<file path="config.mk">
export PLATFORM = sky130hd
export DESIGN_NAME = pmdc_top
export DESIGN_NICKNAME = d
export VERILOG_FILES = /design/src/pmdc_pkg.sv /design/src/pmdc_ratio_decode.sv /design/src/pmdc_top.sv
export SDC_FILE = /design/constraint.sdc
export NUM_CORES = 1
export LEC_CHECK = 0
export ABC_CLOCK_PERIOD_IN_PS = 2100
export BUFFER_PORTS_ARGS = -buffer_cell sky130_fd_sc_hd__buf_2
export CAP_MARGIN = 20
export CORE_MARGIN = 1.5
export CORE_UTILIZATION = 50
export CTS_BUF_LIST = sky130_fd_sc_hd__clkbuf_16
export CTS_CLUSTER_SIZE = 20
export DETAILED_ROUTE_END_ITERATION = 8
export GPL_TIMING_DRIVEN = 0
export PLACE_DENSITY_LB_ADDON = 0.08
export SYNTH_ARGS = -nofsm -noshare
export SYNTH_HDL_FRONTEND = slang
export SYNTH_SLANG_ARGS = --single-unit
</file>
<file path="constraint.sdc">
create_clock -name clk_sys -period 2.1 [get_ports clk_sys]
set_clock_uncertainty 0.2 [all_clocks]
set_input_delay 0.21 -clock clk_sys [delete_from_list [all_inputs] [get_ports clk_sys]]
set_output_delay 0.21 -clock clk_sys [all_outputs]
set_load 0.03 [all_outputs]
</file>
<file path="src/pmdc_pkg.sv">
/*
 * Shared constants and carrier types for the PLL multiplier and divider
 * configuration block: register indices, field positions, reset values,
 * code limits and the packed structs that carry settings.
 * Assumes the user imports the whole package.
 */
package pmdc_pkg;

    // Register indices; the bus word address equals the index
    localparam logic [7:0] PMDC_IDX_MULT_HIGH = 8'h36;
    localparam logic [7:0] PMDC_IDX_FRAC_LOW  = 8'h37;
    localparam logic [7:0] PMDC_IDX_INT_LOW   = 8'h38;
    localparam logic [7:0] PMDC_IDX_N_MIC     = 8'h39;
    localparam logic [7:0] PMDC_IDX_M_ADC     = 8'h3A;
    localparam logic [7:0] PMDC_IDX_AUTO      = 8'h40;
    localparam logic [7:0] PMDC_IDX_STATUS    = 8'h41;
    localparam logic [7:0] PMDC_IDX_DIV_EN    = 8'h44;

    // Reset values
    localparam logic [7:0] PMDC_RST_MULT_HIGH = 8'h00;
    localparam logic [7:0] PMDC_RST_FRAC_LOW  = 8'h00;
    localparam logic [7:0] PMDC_RST_INT_LOW   = 8'h08;
    localparam logic [7:0] PMDC_RST_N_MIC     = 8'h20;
    localparam logic [7:0] PMDC_RST_M_ADC     = 8'h04;
    localparam logic [2:0] PMDC_RST_DIV_EN    = 3'h0;

    // Field positions
    localparam int PMDC_FRAC_HIGH_MSB = 5;
    localparam int PMDC_INT_HIGH_BIT  = 7;
    localparam int PMDC_N_MSB         = 7;
    localparam int PMDC_N_LSB         = 5;
    localparam int PMDC_MIC_MSB       = 4;
    localparam int PMDC_MIC_LSB       = 2;
    localparam int PMDC_M_MSB         = 7;
    localparam int PMDC_M_LSB         = 2;
    localparam int PMDC_ADC_MSB       = 1;
    localparam int PMDC_ADC_LSB       = 0;
    localparam int PMDC_EN_N_BIT      = 2;
    localparam int PMDC_EN_M_BIT      = 1;
    localparam int PMDC_EN_MIC_BIT    = 0;

    // Writable bits of the shared registers
    localparam logic [7:0] PMDC_MASK_MULT_HIGH = 8'hBF;
    localparam logic [7:0] PMDC_MASK_N_MIC     = 8'hFC;

    // Code limits and decoded ratios for code zero
    localparam logic [13:0] PMDC_FRAC_MAX    = 14'h270F;
    localparam logic [2:0]  PMDC_MIC_MAX     = 3'h4;
    localparam logic [1:0]  PMDC_ADC_MAX     = 2'h2;
    localparam logic [3:0]  PMDC_N_ZERO_RAT  = 4'h8;
    localparam logic [6:0]  PMDC_M_ZERO_RAT  = 7'h40;

    // Raw codes as held in the registers
    typedef struct packed {
        logic [13:0] frac;
        logic [8:0]  intg;
        logic [2:0]  n_code;
        logic [5:0]  m_code;
        logic [2:0]  mic_code;
        logic [1:0]  adc_code;
        logic        n_en;
        logic        m_en;
        logic        mic_en;
    } pmdc_codes_s;

    // Settings as the clock tree uses them; a ratio of zero means stopped
    typedef struct packed {
        logic [13:0] frac;
        logic [8:0]  intg;
        logic [3:0]  n_ratio;
        logic [6:0]  m_ratio;
        logic [4:0]  mic_ratio;
        logic [2:0]  adc_ratio;
    } pmdc_ratios_s;

endpackage : pmdc_pkg

</file>
<file path="src/pmdc_ratio_decode.sv">
/*
 * Combinational decode of raw multiplier and divider codes into ratios,
 * plus flags for codes that software must not use.
 * Assumes a registered consumer; nothing here is clocked.
 */
`timescale 1ns/10ps
`default_nettype none

module pmdc_ratio_decode
    import pmdc_pkg::*;
(
    // Raw codes
    input  wire pmdc_codes_s  codes,
    // Decoded settings and reserved-code flags
    output var  pmdc_ratios_s ratios,
    output logic [3:0]        rsv_flags
);

    // Ratio decode; a disabled divider reports zero
    always_comb begin
        ratios.frac = codes.frac;
        ratios.intg = codes.intg;
        ratios.n_ratio = (codes.n_code == 3'h0) ? PMDC_N_ZERO_RAT
                                                : {1'b0, codes.n_code};
        ratios.m_ratio = (codes.m_code == 6'h00) ? PMDC_M_ZERO_RAT
                                                 : {1'b0, codes.m_code};
        // Reserved mic and ADC codes decode to zero so a stray value stops the clock
        ratios.mic_ratio = (codes.mic_code > PMDC_MIC_MAX) ? 5'h00
                                                           : 5'h01 << codes.mic_code;
        ratios.adc_ratio = (codes.adc_code > PMDC_ADC_MAX) ? 3'h0
                                                           : 3'h1 << codes.adc_code;
        if (!codes.n_en) begin
            ratios.n_ratio = 4'h0;
        end
        if (!codes.m_en) begin
            ratios.m_ratio = 7'h00;
        end
        if (!codes.mic_en) begin
            ratios.mic_ratio = 5'h00;
        end
    end

    // Codes that software must not program
    always_comb begin
        rsv_flags[0] = codes.frac > PMDC_FRAC_MAX;
        rsv_flags[1] = codes.intg == 9'h000;
        rsv_flags[2] = codes.mic_code > PMDC_MIC_MAX;
        rsv_flags[3] = codes.adc_code > PMDC_ADC_MAX;
    end

endmodule : pmdc_ratio_decode

`default_nettype wire

</file>
<file path="src/pmdc_top.sv">
/*
 * PLL multiplier and divider configuration registers with an Avalon-MM
 * slave, ratio decode, atomic multiplier update and automatic override.
 * Assumes a single 250 MHz clock and that the auto-detect settings come
 * from logic on the same clock.
 */
`timescale 1ns/10ps
`default_nettype none

module pmdc_top
    import pmdc_pkg::*;
(
    // Clock and reset
    input  wire logic         clk_sys,
    input  wire logic         resetn,
    // Avalon-MM slave, word addressed
    input  wire logic [7:0]   avs_address,
    input  wire logic         avs_read,
    input  wire logic         avs_write,
    input  wire logic [31:0]  avs_writedata,
    output logic [31:0]       avs_readdata,
    output logic              avs_waitrequest,
    // Settings found by the automatic clock detector
    input  wire pmdc_ratios_s auto_cfg,
    // Settings driven to the clock tree
    output var  pmdc_ratios_s clk_cfg,
    output logic              auto_active
);

    // Register state
    logic [7:0]   mult_high_r;
    logic [5:0]   frac_high_live_r;
    logic         int_high_live_r;
    logic [7:0]   frac_low_r;
    logic [7:0]   int_low_r;
    logic [7:0]   n_mic_r;
    logic [7:0]   m_adc_r;
    logic [2:0]   div_en_r;
    logic         auto_en_r;
    logic         frac_pend_r;
    logic         int_pend_r;
    logic         wait_r;
    logic [31:0]  rdata_r;
    logic [31:0]  rdata_nxt;
    pmdc_ratios_s cfg_r;
    pmdc_ratios_s cfg_nxt;
    logic         active_r;

    // Decode nets
    pmdc_codes_s  codes;
    pmdc_ratios_s ratios;
    logic [3:0]   rsv_flags;
    logic [13:0]  frac_live;
    logic [8:0]   int_live;
    logic         req;
    logic         acc_wr;

    // Bus handshake terms
    assign req    = avs_read | avs_write;
    assign acc_wr = avs_write & ~wait_r;

    // Waitrequest drops one cycle after a request appears, for one cycle
    always_ff @(posedge clk_sys or negedge resetn) begin
        if (!resetn) begin
            wait_r <= 1'b1;
        end else if (!wait_r) begin
            wait_r <= 1'b1;
        end else if (req) begin
            wait_r <= 1'b0;
        end
    end

    // Multiplier high bits: staged here, read back with reserved bit 6 as zero
    always_ff @(posedge clk_sys or negedge resetn) begin
        if (!resetn) begin
            mult_high_r <= PMDC_RST_MULT_HIGH;
        end else if (acc_wr && avs_address == PMDC_IDX_MULT_HIGH) begin
            mult_high_r <= avs_writedata[7:0] & PMDC_MASK_MULT_HIGH;
        end
    end

    // Fractional low byte; its write commits the staged high bits with it
    always_ff @(posedge clk_sys or negedge resetn) begin
        if (!resetn) begin
            frac_low_r       <= PMDC_RST_FRAC_LOW;
            frac_high_live_r <= 6'h00;
        end else if (acc_wr && avs_address == PMDC_IDX_FRAC_LOW) begin
            frac_low_r       <= avs_writedata[7:0];
            frac_high_live_r <= mult_high_r[PMDC_FRAC_HIGH_MSB:0];
        end
    end

    // Integer low byte; its write commits the staged high bit with it
    always_ff @(posedge clk_sys or negedge resetn) begin
        if (!resetn) begin
            int_low_r       <= PMDC_RST_INT_LOW;
            int_high_live_r <= 1'b0;
        end else if (acc_wr && avs_address == PMDC_IDX_INT_LOW) begin
            int_low_r       <= avs_writedata[7:0];
            int_high_live_r <= mult_high_r[PMDC_INT_HIGH_BIT];
        end
    end

    // Pending flags show a staged high part not yet committed
    always_ff @(posedge clk_sys or negedge resetn) begin
        if (!resetn) begin
            frac_pend_r <= 1'b0;
            int_pend_r  <= 1'b0;
        end else if (acc_wr) begin
            if (avs_address == PMDC_IDX_MULT_HIGH) begin
                frac_pend_r <= 1'b1;
                int_pend_r  <= 1'b1;
            end
            if (avs_address == PMDC_IDX_FRAC_LOW) begin
                frac_pend_r <= 1'b0;
            end
            if (avs_address == PMDC_IDX_INT_LOW) begin
                int_pend_r <= 1'b0;
            end
        end
    end

    // Divider code registers; reserved low bits of 0x39 never store
    always_ff @(posedge clk_sys or negedge resetn) begin
        if (!resetn) begin
            n_mic_r <= PMDC_RST_N_MIC;
            m_adc_r <= PMDC_RST_M_ADC;
        end else if (acc_wr) begin
            if (avs_address == PMDC_IDX_N_MIC) begin
                n_mic_r <= avs_writedata[7:0] & PMDC_MASK_N_MIC;
            end
            if (avs_address == PMDC_IDX_M_ADC) begin
                m_adc_r <= avs_writedata[7:0];
            end
        end
    end

    // Divider enables and automatic detection switch
    always_ff @(posedge clk_sys or negedge resetn) begin
        if (!resetn) begin
            div_en_r  <= PMDC_RST_DIV_EN;
            auto_en_r <= 1'b0;
        end else if (acc_wr) begin
            if (avs_address == PMDC_IDX_DIV_EN) begin
                div_en_r <= avs_writedata[2:0];
            end
            if (avs_address == PMDC_IDX_AUTO) begin
                auto_en_r <= avs_writedata[0];
            end
        end
    end

    // Live multipliers are built only from committed parts
    assign frac_live = {frac_high_live_r, frac_low_r};
    assign int_live  = {int_high_live_r, int_low_r};

    // Gather raw codes for the decoder
    always_comb begin
        codes.frac     = frac_live;
        codes.intg     = int_live;
        codes.n_code   = n_mic_r[PMDC_N_MSB:PMDC_N_LSB];
        codes.mic_code = n_mic_r[PMDC_MIC_MSB:PMDC_MIC_LSB];
        codes.m_code   = m_adc_r[PMDC_M_MSB:PMDC_M_LSB];
        codes.adc_code = m_adc_r[PMDC_ADC_MSB:PMDC_ADC_LSB];
        codes.n_en     = div_en_r[PMDC_EN_N_BIT];
        codes.m_en     = div_en_r[PMDC_EN_M_BIT];
        codes.mic_en   = div_en_r[PMDC_EN_MIC_BIT];
    end

    pmdc_ratio_decode u_decode (
        .codes     (codes),
        .ratios    (ratios),
        .rsv_flags (rsv_flags)
    );

    // Auto detection overrides every programmed field
    always_comb begin
        cfg_nxt = auto_en_r ? auto_cfg : ratios;
    end

    // Settings to the clock tree leave from flops to keep glitches off it
    always_ff @(posedge clk_sys or negedge resetn) begin
        if (!resetn) begin
            cfg_r    <= '0;
            active_r <= 1'b0;
        end else begin
            cfg_r    <= cfg_nxt;
            active_r <= auto_en_r;
        end
    end

    assign clk_cfg     = cfg_r;
    assign auto_active = active_r;

    // Read mux; unmapped addresses read zero
    always_comb begin
        rdata_nxt = 32'h0000_0000;
        unique case (avs_address)
            PMDC_IDX_MULT_HIGH: rdata_nxt[7:0] = mult_high_r;
            PMDC_IDX_FRAC_LOW:  rdata_nxt[7:0] = frac_low_r;
            PMDC_IDX_INT_LOW:   rdata_nxt[7:0] = int_low_r;
            PMDC_IDX_N_MIC:     rdata_nxt[7:0] = n_mic_r & PMDC_MASK_N_MIC;
            PMDC_IDX_M_ADC:     rdata_nxt[7:0] = m_adc_r;
            PMDC_IDX_AUTO:      rdata_nxt[0]   = auto_en_r;
            PMDC_IDX_STATUS:    rdata_nxt[7:0] = {1'b0, rsv_flags, active_r,
                                                  int_pend_r, frac_pend_r};
            PMDC_IDX_DIV_EN:    rdata_nxt[2:0] = div_en_r;
            default:            rdata_nxt      = 32'h0000_0000;
        endcase
    end

    // Read data is captured as waitrequest drops and holds through it
    always_ff @(posedge clk_sys or negedge resetn) begin
        if (!resetn) begin
            rdata_r <= 32'h0000_0000;
        end else if (wait_r && avs_read) begin
            rdata_r <= rdata_nxt;
        end
    end

    assign avs_readdata    = rdata_r;
    assign avs_waitrequest = wait_r;

    // Programmed fractional code reaches the output one edge later
    AST_FRAC_JOIN: assert property (@(posedge clk_sys) disable iff (!resetn)
        !auto_en_r |=> cfg_r.frac == $past(frac_live))
        else $error("fraction output does not match joined code");

    // A legal fractional code stays within range on the output
    AST_FRAC_RANGE: assert property (@(posedge clk_sys) disable iff (!resetn)
        (!auto_en_r && frac_live <= PMDC_FRAC_MAX) |=> cfg_r.frac <= PMDC_FRAC_MAX)
        else $error("legal fraction code left range");

    // Integer output is the nine-bit joined code
    AST_INT_JOIN: assert property (@(posedge clk_sys) disable iff (!resetn)
        !auto_en_r |=> cfg_r.intg == $past(int_live))
        else $error("integer output does not match joined code");

    // Integer low byte comes out of reset at eight
    AST_INT_RESET: assert property (@(posedge clk_sys) disable iff (!resetn)
        $rose(resetn) |-> int_low_r == PMDC_RST_INT_LOW)
        else $error("integer low byte reset value wrong");

    // N code zero selects divide by eight
    AST_N_ZERO: assert property (@(posedge clk_sys) disable iff (!resetn)
        (!auto_en_r && codes.n_en && codes.n_code == 3'h0) |=> cfg_r.n_ratio == 4'h8)
        else $error("n divider code zero not decoded to eight");

    // Mic code four selects divide by sixteen
    AST_MIC_16: assert property (@(posedge clk_sys) disable iff (!resetn)
        (!auto_en_r && codes.mic_en && codes.mic_code == 3'h4)
        |=> cfg_r.mic_ratio == 5'h10)
        else $error("mic divider code four not decoded to sixteen");

    // M code zero selects divide by sixty-four
    AST_M_ZERO: assert property (@(posedge clk_sys) disable iff (!resetn)
        (!auto_en_r && codes.m_en && codes.m_code == 6'h00) |=> cfg_r.m_ratio == 7'h40)
        else $error("m divider code zero not decoded to sixty-four");

    // ADC code two selects divide by four
    AST_ADC_4: assert property (@(posedge clk_sys) disable iff (!resetn)
        (!auto_en_r && codes.adc_code == 2'h2) |=> cfg_r.adc_ratio == 3'h4)
        else $error("adc modulator code two not decoded to four");

    // Auto detection replaces the whole setting
    AST_AUTO_OVR: assert property (@(posedge clk_sys) disable iff (!resetn)
        auto_en_r |=> (cfg_r == $past(auto_cfg)) && auto_active)
        else $error("auto settings not passed to output");

    // Reserved bits of 0x39 read as zero when data is handed back
    AST_RSV_ZERO: assert property (@(posedge clk_sys) disable iff (!resetn)
        (avs_read && !wait_r && avs_address == PMDC_IDX_N_MIC)
        |-> avs_readdata[1:0] == 2'h0)
        else $error("reserved bits of n and mic register read nonzero");

    // High bits register clears at reset
    AST_HIGH_RESET: assert property (@(posedge clk_sys) disable iff (!resetn)
        $rose(resetn) |-> (mult_high_r == 8'h00) && (frac_high_live_r == 6'h00))
        else $error("multiplier high bits not zero after reset");

    // A disabled n divider reports a stopped ratio
    AST_N_DISABLED: assert property (@(posedge clk_sys) disable iff (!resetn)
        (!auto_en_r && !div_en_r[PMDC_EN_N_BIT]) |=> cfg_r.n_ratio == 4'h0)
        else $error("disabled n divider still running");

    // Writing the high bits alone leaves both live multipliers untouched
    AST_ATOMIC: assert property (@(posedge clk_sys) disable iff (!resetn)
        (acc_wr && avs_address == PMDC_IDX_MULT_HIGH)
        |=> $stable(frac_high_live_r) && $stable(int_high_live_r) && frac_pend_r)
        else $error("multiplier high part took effect without low byte");

    // A nonzero N code divides by the code itself
    AST_N_CODE: assert property (@(posedge clk_sys) disable iff (!resetn)
        (!auto_en_r && codes.n_en && codes.n_code != 3'h0)
        |=> cfg_r.n_ratio == {1'b0, $past(codes.n_code)})
        else $error("n divider code not passed through as ratio");

    // A nonzero M code divides by the code itself
    AST_M_CODE: assert property (@(posedge clk_sys) disable iff (!resetn)
        (!auto_en_r && codes.m_en && codes.m_code != 6'h00)
        |=> cfg_r.m_ratio == {1'b0, $past(codes.m_code)})
        else $error("m divider code not passed through as ratio");

    // A reserved mic code stops that clock rather than guessing a ratio
    AST_MIC_RSV: assert property (@(posedge clk_sys) disable iff (!resetn)
        (!auto_en_r && codes.mic_code > PMDC_MIC_MAX) |=> cfg_r.mic_ratio == 5'h00)
        else $error("reserved mic divider code not stopped");

    // The reserved ADC modulator code stops that clock
    AST_ADC_RSV: assert property (@(posedge clk_sys) disable iff (!resetn)
        (!auto_en_r && codes.adc_code > PMDC_ADC_MAX) |=> cfg_r.adc_ratio == 3'h0)
        else $error("reserved adc modulator code not stopped");

    // A disabled m divider reports a stopped ratio
    AST_M_DISABLED: assert property (@(posedge clk_sys) disable iff (!resetn)
        (!auto_en_r && !div_en_r[PMDC_EN_M_BIT]) |=> cfg_r.m_ratio == 7'h00)
        else $error("disabled m divider still running");

    // A disabled mic divider reports a stopped ratio
    AST_MIC_DISABLED: assert property (@(posedge clk_sys) disable iff (!resetn)
        (!auto_en_r && !div_en_r[PMDC_EN_MIC_BIT]) |=> cfg_r.mic_ratio == 5'h00)
        else $error("disabled mic divider still running");

    // Waitrequest is low for exactly one cycle per request
    AST_WAIT_ONE: assert property (@(posedge clk_sys) disable iff (!resetn)
        $fell(wait_r) |=> wait_r)
        else $error("waitrequest low for more than one cycle");

endmodule : pmdc_top

`default_nettype wire

</file>
==> results.cfg <==
[worst_setup_path]
r2r_start = avs_waitrequest
worstPathArrival_ns = 2.03
crit_fanout = 10
setup.worst_path.end_class = flop
rrSetupSlack_ns = 0.15
cp-startpoint = avs_write
crit_required_ns = 2.12
critPathLaunchType = input port
path_class = in -> reg
regToRegEndpoint = frac_low_r[3]
ff2ff_path_depth = 6
worstSetupEndpoint = frac_low_r[3]

[timing]
setup_viol = 0
worst_pin_slew_ns = 0.6449
rsz0062_at_grt = false
slew_violations = 0
fmax_mhz = 497.8
finalSetupTns_ns = 0
period_share = 0.9566
holdWs_ns = 0.01577
finalCriticalPeriod_ns = 2.009
maxSlewHeadroom = 0.5701
hold_viol = 0

[outcome]
status = complete, no violations

[power]
total_leakage_power_nw = 3.224
power_mw = 4.388
p_per_area_nw_per_um2 = 713.2
ir_drop_v = 0.0004009

[cells_and_area]
synthToLayoutAreaGrowth_pct = 35.01
final_cell_mix = 114 x buf_2, 98 x dfrtp_1, 48 x mux2_1
diodes = 0
layout_commonest_cell = buf_2
nNetsFinal = 653
drive_above_1_share = 0.3427

[route]
wire_per_inst_um = 18.87
vias_per_cell = 5.257
drt_wl_total_um = 12830
drtAntennaViolNets = 0
vias = 3575
drtPass1Iterations = 4
drc = 0
drt_iter0_drc = 194

[logic_synthesis]
syn_area_per_cell_um2 = 12.22
synthFlopType = dfrtp_1
yosysTopAreaCellShare = 0.5382
netlist_area_um2 = 4557
synth_area_leaders = dfrtp_1 54%, mux2_1 12%, mux2_2 5.9%
ys_seq_area_frac = 0.5612
synth_edf_count = 0
synth_cell_types = 48
synthCells = 373
synth.ff_latch_count = 102
yosys_warnings = 0
yosys.area.top_type = dfrtp_1
synth_async_sr_flop_share = 1.000

[job]
maxCapViolCount = 0

[worst_hold_path]
hold_path_class = in -> reg

[floorplan]
die_h_um = 98.47
die-area_um2 = 9695
initial_core_util = 0.5200
pin_count = 162
die_x_um = 98.47
row_count = 34
core-area_um2 = 8763

[global_route]
grt_overflow = 0
grt_pass1_wl_um = 19520
antenna_found_initial = 0
grt_max_degree = 55
grt_pass1_vias = 3541
grt.total_usage = 0.2686

[clock_tree]
cts.sinks = 102
cts_setup_buffers = 0
cts_tree = done
insertion_delay_ns = 0.34
cts_buffer_depth = 2
root_buffer = clkbuf_16
htreeDepth = 3
path_clk_slew_ns = 0.07
cts_inserted_buffers = 9

[place]
gp_congestion = 0.9591
io_buffers = 113
hpwlAfterDp_um = 9009
synthesized netlist by cell type (4+ instances only):
cell	count
dfrtp_1	98
mux2_1	48
nand2_1	44
buf_4	26
mux2_2	24
o21ai_0	17
nor2_1	13
a21oi_1	8
clkbuf_1	7
nand3_1	6
a32oi_1	5
mux2i_1	5
nand2b_1	5
a221oi_1	4
a22oi_1	4
dfstp_2	4
nor2b_1	4
area by class of cell:
cell class                 instances  area (µm²)
inverter                           3       11.26
sequential                       102        2557
timing repair buffer             161        1066
clock inverter                     7       75.07
tap                              108       135.1
buffer                            38       250.2
fill                             655        2611
clock buffer                       9       225.2
multi-input combinational        252        1832
flip-flops by register name (all words and copies together), names as in the netlist, 3 cells and up:
register	count
clk_cfg	42
int_low_r	8
m_adc_r	8
avs_readdata	8
frac_low_r	8
mult_high_r	7
div_en_r	3
frac_high_live_r	6
n_mic_r	6
how the worst min path moves through the flow:
stage,cells after the start,endpoint,slack (ns),startpoint
6_report,2,mult_high_r[7],0.02,avs_writedata[7]
5_1_grt,2,mult_high_r[7],0.01,avs_writedata[7]
4_1_cts,2,m_adc_r[7],0.01,avs_writedata[7]
3_5_place_dp,1,clk_cfg[12],0.07,resetn
3_3_place_gp,0,auto_active,0.16,auto_en_r
2_1_floorplan,0,auto_active,-0.29,resetn
metal layers:
layer,track usage,vias to the layer above,part of all wire
li1,-,1677,-
met1,0.3622,1728,0.42
met2,0.4505,152,0.49
met3,0.04184,18,0.065
met4,0.08342,0,0.022
met5,0,-,0
cell families (layout without fill, tap and decap cells):
logic type / after synthesis / in the layout / share of synthesized area
AO/OA/AOI/OAI: 57 / 57 / 0.08484
buffers and inverters: 42 / 218 / 0.05684
flip-flops: 102 / 102 / 0.5612
multiplexers: 77 / 77 / 0.1889
other: 1 / 24 / 0.0008229
AND/OR/NAND/NOR: 94 / 94 / 0.1074
repair_timing:
action / CTS / global route
hold buffers: 47 / 0
gates resized for setup: 0 / 8
endpoints found under the setup margin: 0 / 32
hold endpoints to repair: 97 / 0
worst max-delay path: stages:
cell           delay [ns]
dlygate4sd3_1        0.53
buf_2                0.10
nor2b_1              0.11
clkbuf_4             0.20
and2_1               0.16
buf_4                0.16
buf_4                0.20
mux2_1               0.35
per-stage QoR:
stage / std cells / setup slack (ns) / cell area [µm²] / util
2_1_floorplan: 396 / 0.1759 / 4643 / -
3_3_place_gp: 617 / -0.3802 / 5344 / 0.6098
3_5_place_dp: 618 / -0.2642 / 5374 / 0.6132
4_1_cts: 681 / 0.02164 / 6145 / 0.7012
5_1_grt: 680 / 0.01331 / 6152 / 0.7020
6_report: 680 / 0.09111 / 6152 / 0.7020
power breakdown:
part / internal [mW] / total, mW / switching, mW
registers: 2.04 / 2.10 / 0.0551
clock network: 0.931 / 1.68 / 0.745
logic: 0.246 / 0.617 / 0.371
total: 3.22 / 4.39 / 1.17
Note: power is estimated with default switching activity, not from simulation.
